$ cat config.mk
export PLATFORM = sky130hd
export DESIGN_NAME = sdm_measure
export DESIGN_NICKNAME = d
export VERILOG_FILES = /design/src/hw/sdm_pkg.sv /design/src/hw/sdm_measure.sv /design/src/hw/sdm_decade.sv
export SDC_FILE = /design/constraint.sdc
export NUM_CORES = 1
export LEC_CHECK = 0
export BUFFER_PORTS_ARGS = -buffer_cell sky130_fd_sc_hd__clkbuf_2
export CORE_UTILIZATION = 45
export CTS_BUF_LIST = sky130_fd_sc_hd__clkbuf_8
export DETAILED_ROUTE_END_ITERATION = 10
export GPL_TIMING_DRIVEN = 0
export PLACE_DENSITY = 0.65
export SYNTH_ARGS = -nofsm -noshare
export SYNTH_HDL_FRONTEND = slang
export SYNTH_SLANG_ARGS = --single-unit
$ cat constraint.sdc
create_clock -name sys_clk -period 9.2 [get_ports sys_clk]
set_clock_uncertainty 0.1 [all_clocks]
set_input_delay 0.92 -clock sys_clk [delete_from_list [all_inputs] [get_ports sys_clk]]
set_output_delay 0.92 -clock sys_clk [all_outputs]
set_load 0.02 [all_outputs]
$ cat src/hw/sdm_pkg.sv
`default_nettype none
package sdm_pkg;

  // Clock and long timer
  localparam longint SYS_CLK_NS    = 4;
  localparam longint AUTO_RESET_NS = 5_000_000_000;

  // Decade codes with 1-2-4-2 weighting
  localparam logic [3:0] DEC_ZERO = 4'h0;
  localparam logic [3:0] DEC_FOUR = 4'h4;
  localparam logic [3:0] DEC_FIVE = 4'hB;
  localparam logic [3:0] DEC_NINE = 4'hF;
  localparam logic [3:0] DEC_GAP  = 4'h6;

  // Count halves and decimal base
  localparam logic [6:0] HALF_COUNT = 7'h32;
  localparam logic [6:0] LAST_LOW   = 7'h31;
  localparam logic [6:0] DEC_BASE   = 7'h0A;

  // Transition counter range
  localparam logic [3:0] TRANS_NONE  = 4'h0;
  localparam logic [3:0] TRANS_FIRST = 4'h1;
  localparam logic [3:0] TRANS_LAST  = 4'h9;
  localparam int         LINE_LO     = 1;
  localparam int         LINE_HI     = 9;

  // Register port
  localparam int         ADDR_W      = 4;
  localparam logic [3:0] ADDR_CTRL   = 4'h0;
  localparam logic [3:0] ADDR_STATUS = 4'h4;
  localparam logic [3:0] ADDR_COUNT  = 4'h8;

  typedef enum logic [1:0] {
    MODE_OFF  = 2'b00,
    MODE_BIAS = 2'b01,
    MODE_END  = 2'b10,
    MODE_PEAK = 2'b11
  } sdm_mode_t;

  typedef struct packed {
    logic       manual_req;
    logic       auto_reset;
    logic       sync_op;
    logic [3:0] transition_select;
    sdm_mode_t  mode;
  } sdm_ctrl_t;

  localparam int        CTRL_W     = $bits(sdm_ctrl_t);
  localparam sdm_ctrl_t CTRL_RESET = '{1'b0, 1'b0, 1'b0, 4'h0, MODE_OFF};

  typedef struct packed {
    logic       bit_phase;
    logic       peak_flag;
    logic       add_one;
    logic       marking;
    logic [7:0] display_bcd;
  } sdm_status_t;

  typedef struct packed {
    logic [3:0] transition;
    logic [3:0] tens;
    logic [3:0] units;
  } sdm_count_t;

  function automatic logic [3:0] sdm_code_to_val(input logic [3:0] c);
    sdm_code_to_val = 4'({3'h0, c[0]}) + 4'({2'h0, c[1], 1'h0}) +
                      4'({1'h0, c[2], 2'h0}) + 4'({2'h0, c[3], 1'h0});
  endfunction : sdm_code_to_val

  function automatic logic [3:0] sdm_val_to_code(input logic [3:0] v);
    sdm_val_to_code = (v > DEC_FOUR) ? v + DEC_GAP : v;
  endfunction : sdm_val_to_code

endpackage : sdm_pkg
`default_nettype wire

$ cat src/hw/sdm_measure.sv
// What this block does
// Count clock falling edges step counter 0..99
// Bit phase timing is count divided by 100
// Start window low during first start transition
// Decades use 1-2-4-2 weighted codes
// Four steps to code 1011 for five
// Binary up to 1111, then back to zero
// Complemented outputs count down 99 to zero
// Half select gives offered count 49-0-49
// Offered count zero at ideal transition instant
// Strobe loads offered count; held until next
// Captured value equals displacement, 0 to 50
// Add one during the down-count half
// Early transitions in either direction clear marking polarity
// Late transitions set polarity from bit phase
// Bias: falling edges pass one timing pulse
// End: all edges except first start transition
// End capture off in synchronous operation
// Peak: strobe only while offered exceeds stored
// Single transition: selected line gates strobe
// Transition select off in synchronous operation
// Manual reset falling edge clears register
// Auto reset clears register every five seconds
// Start sync clears both counters
// Data synchronised before edge detection
//
// Added by the designer: the address map and strobed register access.
`timescale 1ns/1ps
`default_nettype none
module sdm_measure #(
  parameter logic [30:0] AUTO_RESET_CYCLES =
    31'(sdm_pkg::AUTO_RESET_NS / sdm_pkg::SYS_CLK_NS)
) (
  // Clock and reset
  input  wire logic                          sys_clk,
  input  wire logic                          sys_rst,
  // Signal under test and timing
  input  wire logic                          count_clock_100x,
  input  wire logic                          data_under_test,
  // Register port
  input  wire logic [sdm_pkg::ADDR_W-1:0]    reg_addr,
  input  wire logic [31:0]                   reg_wdata,
  input  wire logic                          reg_wr,
  input  wire logic                          reg_rd,
  output logic [31:0]                        reg_rdata,
  // Measurement results
  output logic                               bit_phase_timing,
  output logic                               capture_strobe,
  output logic                               polarity_marking,
  output logic                               start_transition_window,
  output logic                               peak_enable_flag,
  output logic                               add_one_compensation,
  output logic [7:0]                         distortion_bcd,
  output logic [sdm_pkg::LINE_HI:sdm_pkg::LINE_LO] transition_lines_n
);

  sdm_pkg::sdm_ctrl_t ctrl;
  logic        cc_q;
  logic        cc_prev;
  logic        d_s1;
  logic        d_s2;
  logic        d_s3;
  logic        edge_pend;
  logic        in_char;
  logic        peak_compare_flag;
  logic        manual_prev;
  logic [3:0]  trans_cnt;
  logic [6:0]  distortion;
  logic [30:0] auto_cnt;
  logic [3:0]  units_code;
  logic [3:0]  tens_code;
  logic        units_wrap;

  // Decode and selection
  wire logic       gated_timing_pulse = cc_prev && !cc_q;
  wire logic       fall_ev   = d_s3 && !d_s2;
  wire logic       rise_ev   = !d_s3 && d_s2;
  wire logic       any_ev    = fall_ev || rise_ev;
  wire logic       start_ev  = fall_ev && !in_char && !ctrl.sync_op;
  wire logic       upper     = tens_code[3];
  wire logic [3:0] inv_units = ~units_code;
  wire logic [3:0] inv_tens  = ~tens_code;
  wire logic [6:0] down_val  = 7'(sdm_pkg::sdm_code_to_val(inv_tens)) * sdm_pkg::DEC_BASE
                               + 7'(sdm_pkg::sdm_code_to_val(inv_units));
  wire logic [6:0] count_val = sdm_pkg::LAST_LOW + sdm_pkg::LAST_LOW + 7'h1 - down_val;
  // Lower half offers the inverted up-count, upper half the down-count mirror
  wire logic [6:0] offered   = upper ? count_val - sdm_pkg::HALF_COUNT
                                     : sdm_pkg::LAST_LOW - count_val;
  wire logic       is_bias   = ctrl.mode == sdm_pkg::MODE_BIAS;
  wire logic       is_end    = ctrl.mode == sdm_pkg::MODE_END;
  wire logic       is_peak   = ctrl.mode == sdm_pkg::MODE_PEAK;
  wire logic       mode_ok   = (is_bias && fall_ev)
                            || (is_end && any_ev && !ctrl.sync_op && !start_ev)
                            || (is_peak && any_ev);
  wire logic       sel_off   = (ctrl.transition_select == sdm_pkg::TRANS_NONE)
                            || (ctrl.transition_select > sdm_pkg::TRANS_LAST)
                            || ctrl.sync_op;
  wire logic       sel_ok    = sel_off || (in_char &&
                               trans_cnt == ctrl.transition_select);
  wire logic       arm       = mode_ok && sel_ok;
  wire logic       fire      = edge_pend && gated_timing_pulse &&
                               (!is_peak || peak_compare_flag);
  wire logic       manual_fall = manual_prev && !ctrl.manual_req;
  wire logic       auto_tick = ctrl.auto_reset &&
                               auto_cnt == AUTO_RESET_CYCLES - 31'h1;
  wire logic       dist_clear = manual_fall || auto_tick;
  wire logic [6:0] display   = distortion + 7'(add_one_compensation);
  wire logic [3:0] disp_tens = 4'(display / sdm_pkg::DEC_BASE);
  wire logic [3:0] disp_unit = 4'(display % sdm_pkg::DEC_BASE);
  wire logic       bpt_rise  = upper && !bit_phase_timing;
  wire logic       wr_ctrl   = reg_wr && reg_addr == sdm_pkg::ADDR_CTRL;

  wire sdm_pkg::sdm_status_t status = '{bit_phase_timing, peak_enable_flag,
                                        add_one_compensation, polarity_marking,
                                        distortion_bcd};
  wire sdm_pkg::sdm_count_t  counts = '{trans_cnt, tens_code, units_code};
  wire logic [31:0] rd_mux = (reg_addr == sdm_pkg::ADDR_CTRL)   ? 32'(ctrl)   :
                             (reg_addr == sdm_pkg::ADDR_STATUS) ? 32'(status) :
                             (reg_addr == sdm_pkg::ADDR_COUNT)  ? 32'(counts) : 32'h0;

  logic [sdm_pkg::LINE_HI:sdm_pkg::LINE_LO] next_lines_n;
  always_comb begin
    for (int k = sdm_pkg::LINE_LO; k <= sdm_pkg::LINE_HI; k++) begin
      next_lines_n[k] = !(in_char && trans_cnt == 4'(k));
    end
  end

  // Two decades; tens follows each units wrap
  sdm_decade u_units (
    .sys_clk (sys_clk),
    .sys_rst (sys_rst),
    .step    (gated_timing_pulse),
    .clear   (start_ev),
    .code    (units_code),
    .wrap    (units_wrap)
  );

  sdm_decade u_tens (
    .sys_clk (sys_clk),
    .sys_rst (sys_rst),
    .step    (units_wrap),
    .clear   (start_ev),
    .code    (tens_code),
    .wrap    ()
  );

  // Input sampling; the second and third data stages feed edge logic
  always_ff @(posedge sys_clk or posedge sys_rst) begin
    if (sys_rst) begin
      cc_q    <= 1'b0;
      cc_prev <= 1'b0;
      d_s1    <= 1'b1;
      d_s2    <= 1'b1;
      d_s3    <= 1'b1;
    end else begin
      cc_q    <= count_clock_100x;
      cc_prev <= cc_q;
      d_s1    <= data_under_test;
      d_s2    <= d_s1;
      d_s3    <= d_s2;
    end
  end

  // Register port
  always_ff @(posedge sys_clk or posedge sys_rst) begin
    if (sys_rst) begin
      ctrl        <= sdm_pkg::CTRL_RESET;
      manual_prev <= 1'b0;
      reg_rdata   <= 32'h0;
    end else begin
      if (wr_ctrl) begin
        ctrl <= sdm_pkg::sdm_ctrl_t'(reg_wdata[sdm_pkg::CTRL_W-1:0]);
      end
      manual_prev <= ctrl.manual_req;
      reg_rdata   <= reg_rd ? rd_mux : 32'h0;
    end
  end

  // Bit phase, start window and transition counter
  always_ff @(posedge sys_clk or posedge sys_rst) begin
    if (sys_rst) begin
      bit_phase_timing        <= 1'b0;
      start_transition_window <= 1'b1;
      in_char                 <= 1'b0;
      trans_cnt               <= sdm_pkg::TRANS_NONE;
      transition_lines_n      <= '1;
    end else begin
      bit_phase_timing   <= upper;
      transition_lines_n <= next_lines_n;
      if (start_ev) begin
        start_transition_window <= 1'b0;
      end else if (gated_timing_pulse) begin
        start_transition_window <= 1'b1;
      end
      if (start_ev) begin
        in_char   <= 1'b1;
        trans_cnt <= sdm_pkg::TRANS_FIRST;
      end else if (ctrl.sync_op) begin
        in_char   <= 1'b0;
        trans_cnt <= sdm_pkg::TRANS_NONE;
      end else if (in_char && bpt_rise) begin
        if (trans_cnt == sdm_pkg::TRANS_LAST) begin
          in_char   <= 1'b0;
          trans_cnt <= sdm_pkg::TRANS_NONE;
        end else begin
          trans_cnt <= trans_cnt + 4'h1;
        end
      end
    end
  end

  // Capture path; a capture in the clearing cycle wins
  always_ff @(posedge sys_clk or posedge sys_rst) begin
    if (sys_rst) begin
      edge_pend            <= 1'b0;
      capture_strobe       <= 1'b0;
      distortion           <= 7'h0;
      add_one_compensation <= 1'b0;
      peak_compare_flag    <= 1'b0;
      peak_enable_flag     <= 1'b0;
      polarity_marking     <= 1'b0;
      distortion_bcd       <= 8'h0;
    end else begin
      if (arm) begin
        edge_pend <= 1'b1;
      end else if (gated_timing_pulse) begin
        edge_pend <= 1'b0;
      end
      capture_strobe <= fire;
      if (fire) begin
        distortion           <= offered;
        add_one_compensation <= !upper;
      end else if (dist_clear) begin
        distortion           <= 7'h0;
        add_one_compensation <= 1'b0;
      end
      peak_compare_flag <= offered > distortion;
      peak_enable_flag  <= is_peak && (offered > distortion);
      if (any_ev) begin
        polarity_marking <= upper;
      end
      distortion_bcd <= {sdm_pkg::sdm_val_to_code(disp_tens),
                         sdm_pkg::sdm_val_to_code(disp_unit)};
    end
  end

  // Five second timer, held at zero while auto reset is off
  always_ff @(posedge sys_clk or posedge sys_rst) begin
    if (sys_rst) begin
      auto_cnt <= 31'h0;
    end else if (!ctrl.auto_reset || auto_tick) begin
      auto_cnt <= 31'h0;
    end else begin
      auto_cnt <= auto_cnt + 31'h1;
    end
  end

  property p_five_code;
    @(posedge sys_clk) disable iff (sys_rst)
      gated_timing_pulse && !start_ev && units_code == sdm_pkg::DEC_FOUR
      |=> units_code == sdm_pkg::DEC_FIVE;
  endproperty
  a_five_code: assert property (p_five_code) else $error("four did not step to five");

  property p_nine_wrap;
    @(posedge sys_clk) disable iff (sys_rst)
      gated_timing_pulse && !start_ev && units_code == sdm_pkg::DEC_NINE
      |=> units_code == sdm_pkg::DEC_ZERO && $changed(tens_code);
  endproperty
  a_nine_wrap: assert property (p_nine_wrap) else $error("units wrap lost");

  property p_legal_code;
    @(posedge sys_clk) disable iff (sys_rst)
      !(units_code > sdm_pkg::DEC_FOUR && units_code < sdm_pkg::DEC_FIVE);
  endproperty
  a_legal_code: assert property (p_legal_code) else $error("illegal decade code");

  property p_offered_range;
    @(posedge sys_clk) disable iff (sys_rst)
      offered <= sdm_pkg::LAST_LOW && display <= sdm_pkg::HALF_COUNT;
  endproperty
  a_offered_range: assert property (p_offered_range) else $error("offered out of range");

  property p_capture_load;
    @(posedge sys_clk) disable iff (sys_rst)
      fire |=> capture_strobe && distortion == $past(offered)
               && add_one_compensation == !$past(upper);
  endproperty
  a_capture_load: assert property (p_capture_load) else $error("capture not loaded");

  property p_hold;
    @(posedge sys_clk) disable iff (sys_rst)
      !fire && !dist_clear |=> $stable(distortion);
  endproperty
  a_hold: assert property (p_hold) else $error("register changed without cause");

  property p_peak_gate;
    @(posedge sys_clk) disable iff (sys_rst)
      capture_strobe && $past(is_peak) |-> $past(peak_compare_flag);
  endproperty
  a_peak_gate: assert property (p_peak_gate) else $error("peak strobe without flag");

  property p_sync_end;
    @(posedge sys_clk) disable iff (sys_rst)
      ctrl.sync_op && is_end && !edge_pend ##1 ctrl.sync_op && is_end |-> !edge_pend;
  endproperty
  a_sync_end: assert property (p_sync_end) else $error("end capture in sync operation");

  property p_start_sync;
    @(posedge sys_clk) disable iff (sys_rst)
      start_ev |=> units_code == sdm_pkg::DEC_ZERO && tens_code == sdm_pkg::DEC_ZERO
                   && trans_cnt == sdm_pkg::TRANS_FIRST && !start_transition_window;
  endproperty
  a_start_sync: assert property (p_start_sync) else $error("start sync not applied");

  property p_polarity;
    @(posedge sys_clk) disable iff (sys_rst)
      any_ev |=> polarity_marking == $past(upper);
  endproperty
  a_polarity: assert property (p_polarity) else $error("polarity not updated");

  property p_manual;
    @(posedge sys_clk) disable iff (sys_rst)
      manual_fall && !fire |=> distortion == 7'h0 ##1 distortion_bcd == 8'h0;
  endproperty
  a_manual: assert property (p_manual) else $error("manual reset missed");

  property p_edge_once;
    @(posedge sys_clk) disable iff (sys_rst)
      any_ev |=> !any_ev;
  endproperty
  a_edge_once: assert property (p_edge_once) else $error("edge lasted two cycles");

  c_bias_capture: cover property (@(posedge sys_clk) disable iff (sys_rst)
                                  is_bias && capture_strobe);
  c_peak_capture: cover property (@(posedge sys_clk) disable iff (sys_rst)
                                  is_peak && capture_strobe);
  c_auto_clear:   cover property (@(posedge sys_clk) disable iff (sys_rst) auto_tick);
  c_start_sync:   cover property (@(posedge sys_clk) disable iff (sys_rst)
                                  start_ev);

endmodule : sdm_measure
`default_nettype wire

$ cat src/hw/sdm_decade.sv
`timescale 1ns/1ps
`default_nettype none
module sdm_decade (
  // Clock and reset
  input  wire logic       sys_clk,
  input  wire logic       sys_rst,
  // Control
  input  wire logic       step,
  input  wire logic       clear,
  // Count
  output logic [3:0]      code,
  output logic            wrap
);

  logic [3:0] next_code;

  assign wrap = step && !clear && (code == sdm_pkg::DEC_NINE);
  assign next_code = (code == sdm_pkg::DEC_FOUR) ? sdm_pkg::DEC_FIVE :
                     (code == sdm_pkg::DEC_NINE) ? sdm_pkg::DEC_ZERO :
                     code + 4'h1;

  always_ff @(posedge sys_clk or posedge sys_rst) begin
    if (sys_rst) begin
      code <= sdm_pkg::DEC_ZERO;
    end else if (clear) begin
      code <= sdm_pkg::DEC_ZERO;
    end else if (step) begin
      code <= next_code;
    end
  end

endmodule : sdm_decade
`default_nettype wire

==> results of run 1 <==
[where the power goes]
part | switching (mW) | internal, mW | leakage [nW] | total [mW]
Combinational | 0.827 | 0.638 | 1.79 | 1.47
Sequential | 0.0740 | 0.527 | 1.34 | 0.601
Clock | 0.162 | 0.154 | 0.109 | 0.316
Total | 1.06 | 1.32 | 3.24 | 2.38
[path summary, 6_finish.rpt]
| path | endpoint | slack [ps] | depth (start not counted) |
|---|---|---|---|
| setup / recovery | peak_enable_flag | 3660 | 20 |
| hold / removal | d_s3 | 270 | 0 |
| setup reg to reg | peak_enable_flag | 3660 | 20 |
| hold reg to reg | d_s3 | 270 | 0 |
| max in group asynchronous | d_s3 | 7820 | 3 |
| min in group asynchronous | auto_cnt[4] | 450 | 2 |
[sequential cells by signal, summed over array words and instances (netlist names), 4 cells and up]
signal / flops
auto_cnt: 31
distortion_bcd: 8
distortion: 7
ctrl: 9
u_tens.code: 4
transition_lines_n: 9
u_units.code: 4
trans_cnt: 4
reg_rdata: 12
[logic make-up (layout without fill, tap and decap cells)]
family                     Yosys count  count (layout)  share of synthesized area, %
AOI/OAI and AO/OA                  167             167                          16.8
xor gates and xnor gates            52              52                          7.27
DFF                                103             103                          39.4
buffers and inverters               86             156                          7.21
muxes                               12              12                          2.09
other                                1              20                        0.0570
and+or+nand+nor                    253             253                          19.3
adders and majority gates           38              38                          7.80
[worst register-to-register path: stages (launching register included)]
cell      delay, ps
dfrtp_1         350
clkbuf_1        480
clkinv_1        460
ha_1            480
inv_1            70
fa_1            470
inv_1            50
fa_1            460
ha_1            240
fa_1            570
nor2_1           60
nand2_1         100
nand2_1          80
nor2_1          100
a21oi_1          40
o21ai_0         220
xnor2_1         210
ha_1            300
and4_1          200
a41oi_1         260
nor2b_1         170
[layout make-up]
type                            instances  share of cell area [%]
Sequential cell                       103                    35.1
Inverter                               35                    1.81
Timing Repair Buffer                   54                    3.96
Multi-Input combinational cell        542                    48.4
Tap cell                              180                    3.05
Clock buffer                            9                    1.68
Buffer                                 51                    4.64
Clock inverter                          7                    1.34
[cells in the final DEF (no fill, tap or decap), types with 6 or more instances in the layout]
cell type,n
dfrtp_1,90
ha_1,33
buf_4,26
nor3_1,15
xor2_1,25
nand4_1,11
mux2_2,9
nor4_1,7
nand2_1,56
or3_1,8
nand3_1,33
nor2b_1,13
clkbuf_1,13
o21ai_1,6
dfstp_2,13
a21oi_1,35
clkbuf_2,53
nor2_1,65
a22o_1,8
xnor2_1,24
inv_1,32
clkbuf_8,10
conb_1,20
and2_1,6
o21ai_0,50
nand2b_1,9
o211ai_1,7
[Yosys cell counts (4+ instances only)]
| library cell | instances | share of area [%] |
|---|---|---|
| dfrtp_1 | 90 | 34 |
| a31oi_1 | 5 | 0.48 |
| buf_2 | 5 | 0.38 |
| inv_1 | 32 | 1.8 |
| nor4_1 | 7 | 0.67 |
| a22o_1 | 8 | 1.1 |
| nor2b_1 | 13 | 1.2 |
| ha_1 | 33 | 6.3 |
| nand2_1 | 56 | 3.2 |
| nand2b_1 | 9 | 0.86 |
| and3_1 | 5 | 0.48 |
| nand3_1 | 33 | 2.5 |
| and2_1 | 6 | 0.57 |
| a21o_1 | 4 | 0.46 |
| a211oi_1 | 4 | 0.46 |
| buf_6 | 5 | 0.86 |
| nor2_1 | 65 | 3.7 |
| mux2_2 | 9 | 1.5 |
| nand4_1 | 11 | 1.0 |
| fa_1 | 5 | 1.5 |
| or3_1 | 8 | 0.76 |
| nor3_1 | 15 | 1.1 |
| xnor2_1 | 24 | 3.2 |
| dfstp_2 | 13 | 5.2 |
| o21ai_0 | 50 | 3.8 |
| buf_4 | 26 | 3.0 |
| o21ai_1 | 6 | 0.46 |
| a21oi_1 | 35 | 2.7 |
| a22oi_1 | 4 | 0.46 |
| xor2_1 | 25 | 3.3 |
| clkbuf_1 | 13 | 0.74 |
| a311oi_1 | 4 | 0.53 |
| o211ai_1 | 7 | 0.80 |
[per-stage QoR]
step           total power [mW]  std cells  instance area (sq um)  setup slack, ps
2_1_floorplan              1.72        731                   6650             4460
3_3_place_gp               2.01        964                   7140             3690
3_5_place_dp               2.06        965                   7170             3630
4_1_cts                    2.39        981                   7390             3590
5_1_grt                    2.61        981                   7390             3330
6_report                   2.38        981                   7390             3660
[routing by layer]
| metal | wire length (um) | share of wire (%) |
|---|---|---|
| met1 | 7090 | 45 |
| met2 | 7440 | 48 |
| met3 | 709 | 4.5 |
| met4 | 370 | 2.4 |
| met5 | 0 | 0 |
==> impl_metrics.yaml, run 1 <==
run_status:
  status: "finished clean"
clock_network:
  clock_path_buffers: 2
  cts_hold_buf: 0
  htree_levels: 3
  cts_root_buffer: "clkbuf_8"
  clock_latency_ps: 390
  cts_sinks: 103
  cts_tree: "done"
  postCtsSetupBuffers: 0
  ctsResizeCount: 0
  cts_buffers: 9
  clk_pin_slew_worst_paths_ps: 100
routing:
  wire_per_inst_um: 15.9
  drt_pre_antenna_iters: 5
  drc: 0
  wirelength_um: 15600
  vias_per_cell: 5.56
  drt_iter0_markers: 385
  ant_nets: 0
  via_count: 5459
finish:
  seqCellArea_sq_um: 2590
  syn_to_final_growth_pct: 12.4
  final_util_pct: 52.6
  multi_input_area_sq_um: 3580
  post_route_cells_drive_above_1_share_pct: 19.2
  nNetsFinal: 876
  n_fill_cell: 1258
  n_antenna_cell: 0
die:
  pin_count: 97
  coreArea_sq_um: 14000
  design.die.area_sq_um: 15100
  chipHeight_um: 123
  start_util_pct: 46.8
  chipWidth_um: 123
  num_rows: 43
synth:
  ys_seq_elements: 103
  synthFlopType: "dfrtp_1"
  synthArstFlopShare_pct: 100
  syn_area_per_cell_sq_um: 9.24
  netlist_area_sq_um: 6580
  seq_area_frac_synth_pct: 39.4
  synthesis.instances: 712
  synth_edf_count: 0
  yosysWarningCount: 0
  synthDistinctLibCells: 87
sta:
  whs_ps: 271
  final.period_utilization_pct: 60.3
  fin_crit_ps: 5540
  hold_viol_final: 0
  tns_ps: 0
  drv_slew: 0
  rsz0062_at_grt: "false"
  setup_viol: 0
  fmax_mhz: 180
  relSlewSlack_pct: 24.9
  worst_pin_slew_ps: 1130
power:
  p_leak_nw: 3.24
  pwr_density_cell_nw_per_um2: 322
  irDropWorstVdd_v: 0.000229
setup_path:
  regToRegStartpoint: "u_tens.code[3]"
  worst_ep_required_time_ps: 9420
  slowest_delay_ps: 570
  critPathTopFamily: "adder cells"
  critPathArrivalTime_ps: 5760
  cp_cell_sequence: "clkbuf_1, clkinv_1, ha_1, inv_1, fa_1, inv_1, fa_1, ha_1, fa_1, nor2_1, nand2_1, nand2_1, nor2_1, a21oi_1, o21ai_0, xnor2_1, ha_1, and4_1, a41oi_1, nor2b_1"
  crit_fanout: 10
  worstSetupEndpointType: "flip-flop"
  crit_type: "reg2reg"
  setup.worst_path.start: "u_tens.code[3]"
  crit_buf_inv: 4
  slowest_stage: "fa_1"
  startpoint_type: "flip-flop"
placement:
  numPortBuffers: 53
  hpwlAfterDp_um: 11600
  place.gp.congestion: 0.885
min_path:
  hold_path.class: "reg2reg"
  min_from: "d_s2"
global_route:
  use_met2_pct: 34.3
  grt_pass1_vias: 5183
  antenna_found_initial: 0
  grt-ovfl-total: 0
  met3_usage_pct: 3.87
  grt_usage_pct: 21.7
  use_met1_pct: 29.2
  grt_max_degree: 66
  grt_first_pass_wirelength_um: 25500
  grt.busiest_layer: "met2"
run:
  maxCapViolCount: 0
No activity file was read; power rests on OpenSTA's default activity.
==> run 2: changes to the inputs <==
Clock period 9.2 ns to 5.7 ns, I/O delays scaled along.
==> run 2 against run 1 <==
  * Register-to-register slack got worse by 3300 ps
  * Critical path type unchanged
  * Maximum frequency increased by 4.1%
  * Sequential power increased by 61%
  * First-iteration DRC count is 6.0% lower
  * Largest power group unchanged
  * Largest cell class unchanged
==> impl_metrics.yaml, run 2 (synthesized netlist as in run 1, its figures left out) <==
global_route:
  grt-ovfl-total: 0
  grt_pass1_vias: 5183
  grt_max_degree: 66
  grt_usage_pct: 21.7
  grt_first_pass_wirelength_um: 25500
  antenna_found_initial: 0
setup_path:
  crit_type: "reg2reg"
  startpoint_type: "flip-flop"
  critPathArrivalTime_ps: 5540
  worst_ep_required_time_ps: 5920
  worstSetupEndpointType: "flip-flop"
  crit_fanout: 11
routing:
  drt_iter0_markers: 362
  drt_pre_antenna_iters: 5
  m1WireLength_um: 7080
  dr.max_layer_used: "met4"
  wl_met3_um: 782
  met2_wirelength_um: 7420
  drc: 0
  wire_per_inst_um: 16.0
  wirelength_um: 15700
  via_count: 5466
  ant_nets: 0
  vias_per_cell: 5.58
sta:
  rsz0062_at_grt: "false"
  drv_slew: 0
  final.period_utilization_pct: 93.4
  fin_ws_ps: 377
  tns_ps: 0
  fin_crit_ps: 5320
  fmax_mhz: 188
  setup_viol: 0
  worst_pin_slew_ps: 1130
  hold_viol_final: 0
  whs_ps: 106
  relSlewSlack_pct: 24.5
finish:
  final_area_sq_um: 7390
  nNetsFinal: 875
  final_util_pct: 52.6
  seqCellArea_sq_um: 2590
  n_fill_cell: 1259
  regMostFlops: "auto_cnt"
  n_antenna_cell: 0
  final_cell_mix: "dfrtp_1, nor2_1, nand2_1"
  layout.cells.non_filler: 980
  post_route_cells_drive_above_1_share_pct: 19.4
  final_common_cell: "dfrtp_1"
  largest_reg_flops: 31
  reg_top3: "auto_cnt: 31 flops, reg_rdata: 12 flops"
  syn_to_final_growth_pct: 12.4
  multi_input_area_sq_um: 3580
clock_network:
  cts_buffers: 9
  cts_sinks: 103
  clock_latency_ps: 390
  cts_tree: "done"
  cts_hold_buf: 0
  clk_pin_slew_worst_paths_ps: 90
  cts_root_buffer: "clkbuf_8"
  clock_path_buffers: 2
  htree_levels: 3
placement:
  place_ws_ps: 131
  numPortBuffers: 53
  hpwlAfterDp_um: 11600
  dp.cells: 965
  place.gp.congestion: 0.885
  post_dp_cell_area_sq_um: 7170
die:
  start_util_pct: 46.8
  chipHeight_um: 123
  design.die.area_sq_um: 15100
  coreArea_sq_um: 14000
  chipWidth_um: 123
  pin_count: 97
  num_rows: 43
run:
  maxCapViolCount: 0
power:
  finalPower_mw: 3.84
  irDropWorstVdd_v: 0.000370
  pwr_density_cell_nw_per_um2: 520
  p_leak_nw: 3.24
run_status:
  status: "finished clean"
min_path:
  hold_path.class: "in2async"
## run 2: final cells by class
class | count | area share (%)
multi-input cells | 542 | 48.4
well taps | 180 | 3.05
repair buffers | 54 | 3.96
inverters | 35 | 1.86
clock buffers | 9 | 1.68
flip-flops and latches | 103 | 35.1
clock inverters | 7 | 1.34
plain buffers | 50 | 4.59
## run 2: timing repair
action | CTS | global route
endpoints found under the hold margin | 0 | 0
endpoints found under the setup margin | 0 | 1
setup buffers | 0 | 0
gates resized for setup | 0 | 1
## run 2: layer usage
| layer | vias up | global-route usage (%) |
|---|---|---|
| met3 | 32 | 3.87 |
| met5 | - | 0 |
| met2 | 152 | 34.3 |
| met1 | 2643 | 29.2 |
| li1 | 2639 | - |
| met4 | 0 | 9.45 |
## run 2: report_power, final
group	total [mW]	internal (mW)	switching, mW
clock	0.510	0.249	0.261
sequential	0.969	0.851	0.119
combinational	2.36	1.03	1.34
total	3.84	2.13	1.71
## run 2: path summary, 6_finish.rpt
kind                                    end  slack, ps  cells after the start       startpoint
hold / removal                  auto_cnt[4]        110                      2          sys_rst
setup / recovery           peak_enable_flag        380                     19   u_tens.code[3]
min in group sys_clk                   d_s1        150                      1  data_under_test
max in group asynchronous              d_s2       4660                      3          sys_rst
hold reg to reg                        d_s3        270                      0             d_s2
setup reg to reg           peak_enable_flag        380                     19   u_tens.code[3]
## run 2: critical path, cell delays in order (launching register included)
cell,delay [ps]
dfrtp_1,710
clkinvlp_4,390
ha_1,430
inv_1,70
fa_1,470
inv_1,50
fa_1,460
ha_1,240
fa_1,570
nor2_1,60
nand2_1,110
nand2_1,80
nor2_1,100
a21oi_1,40
o21ai_0,220
xnor2_1,210
ha_1,300
and4_1,200
a41oi_1,260
nor2b_1,180
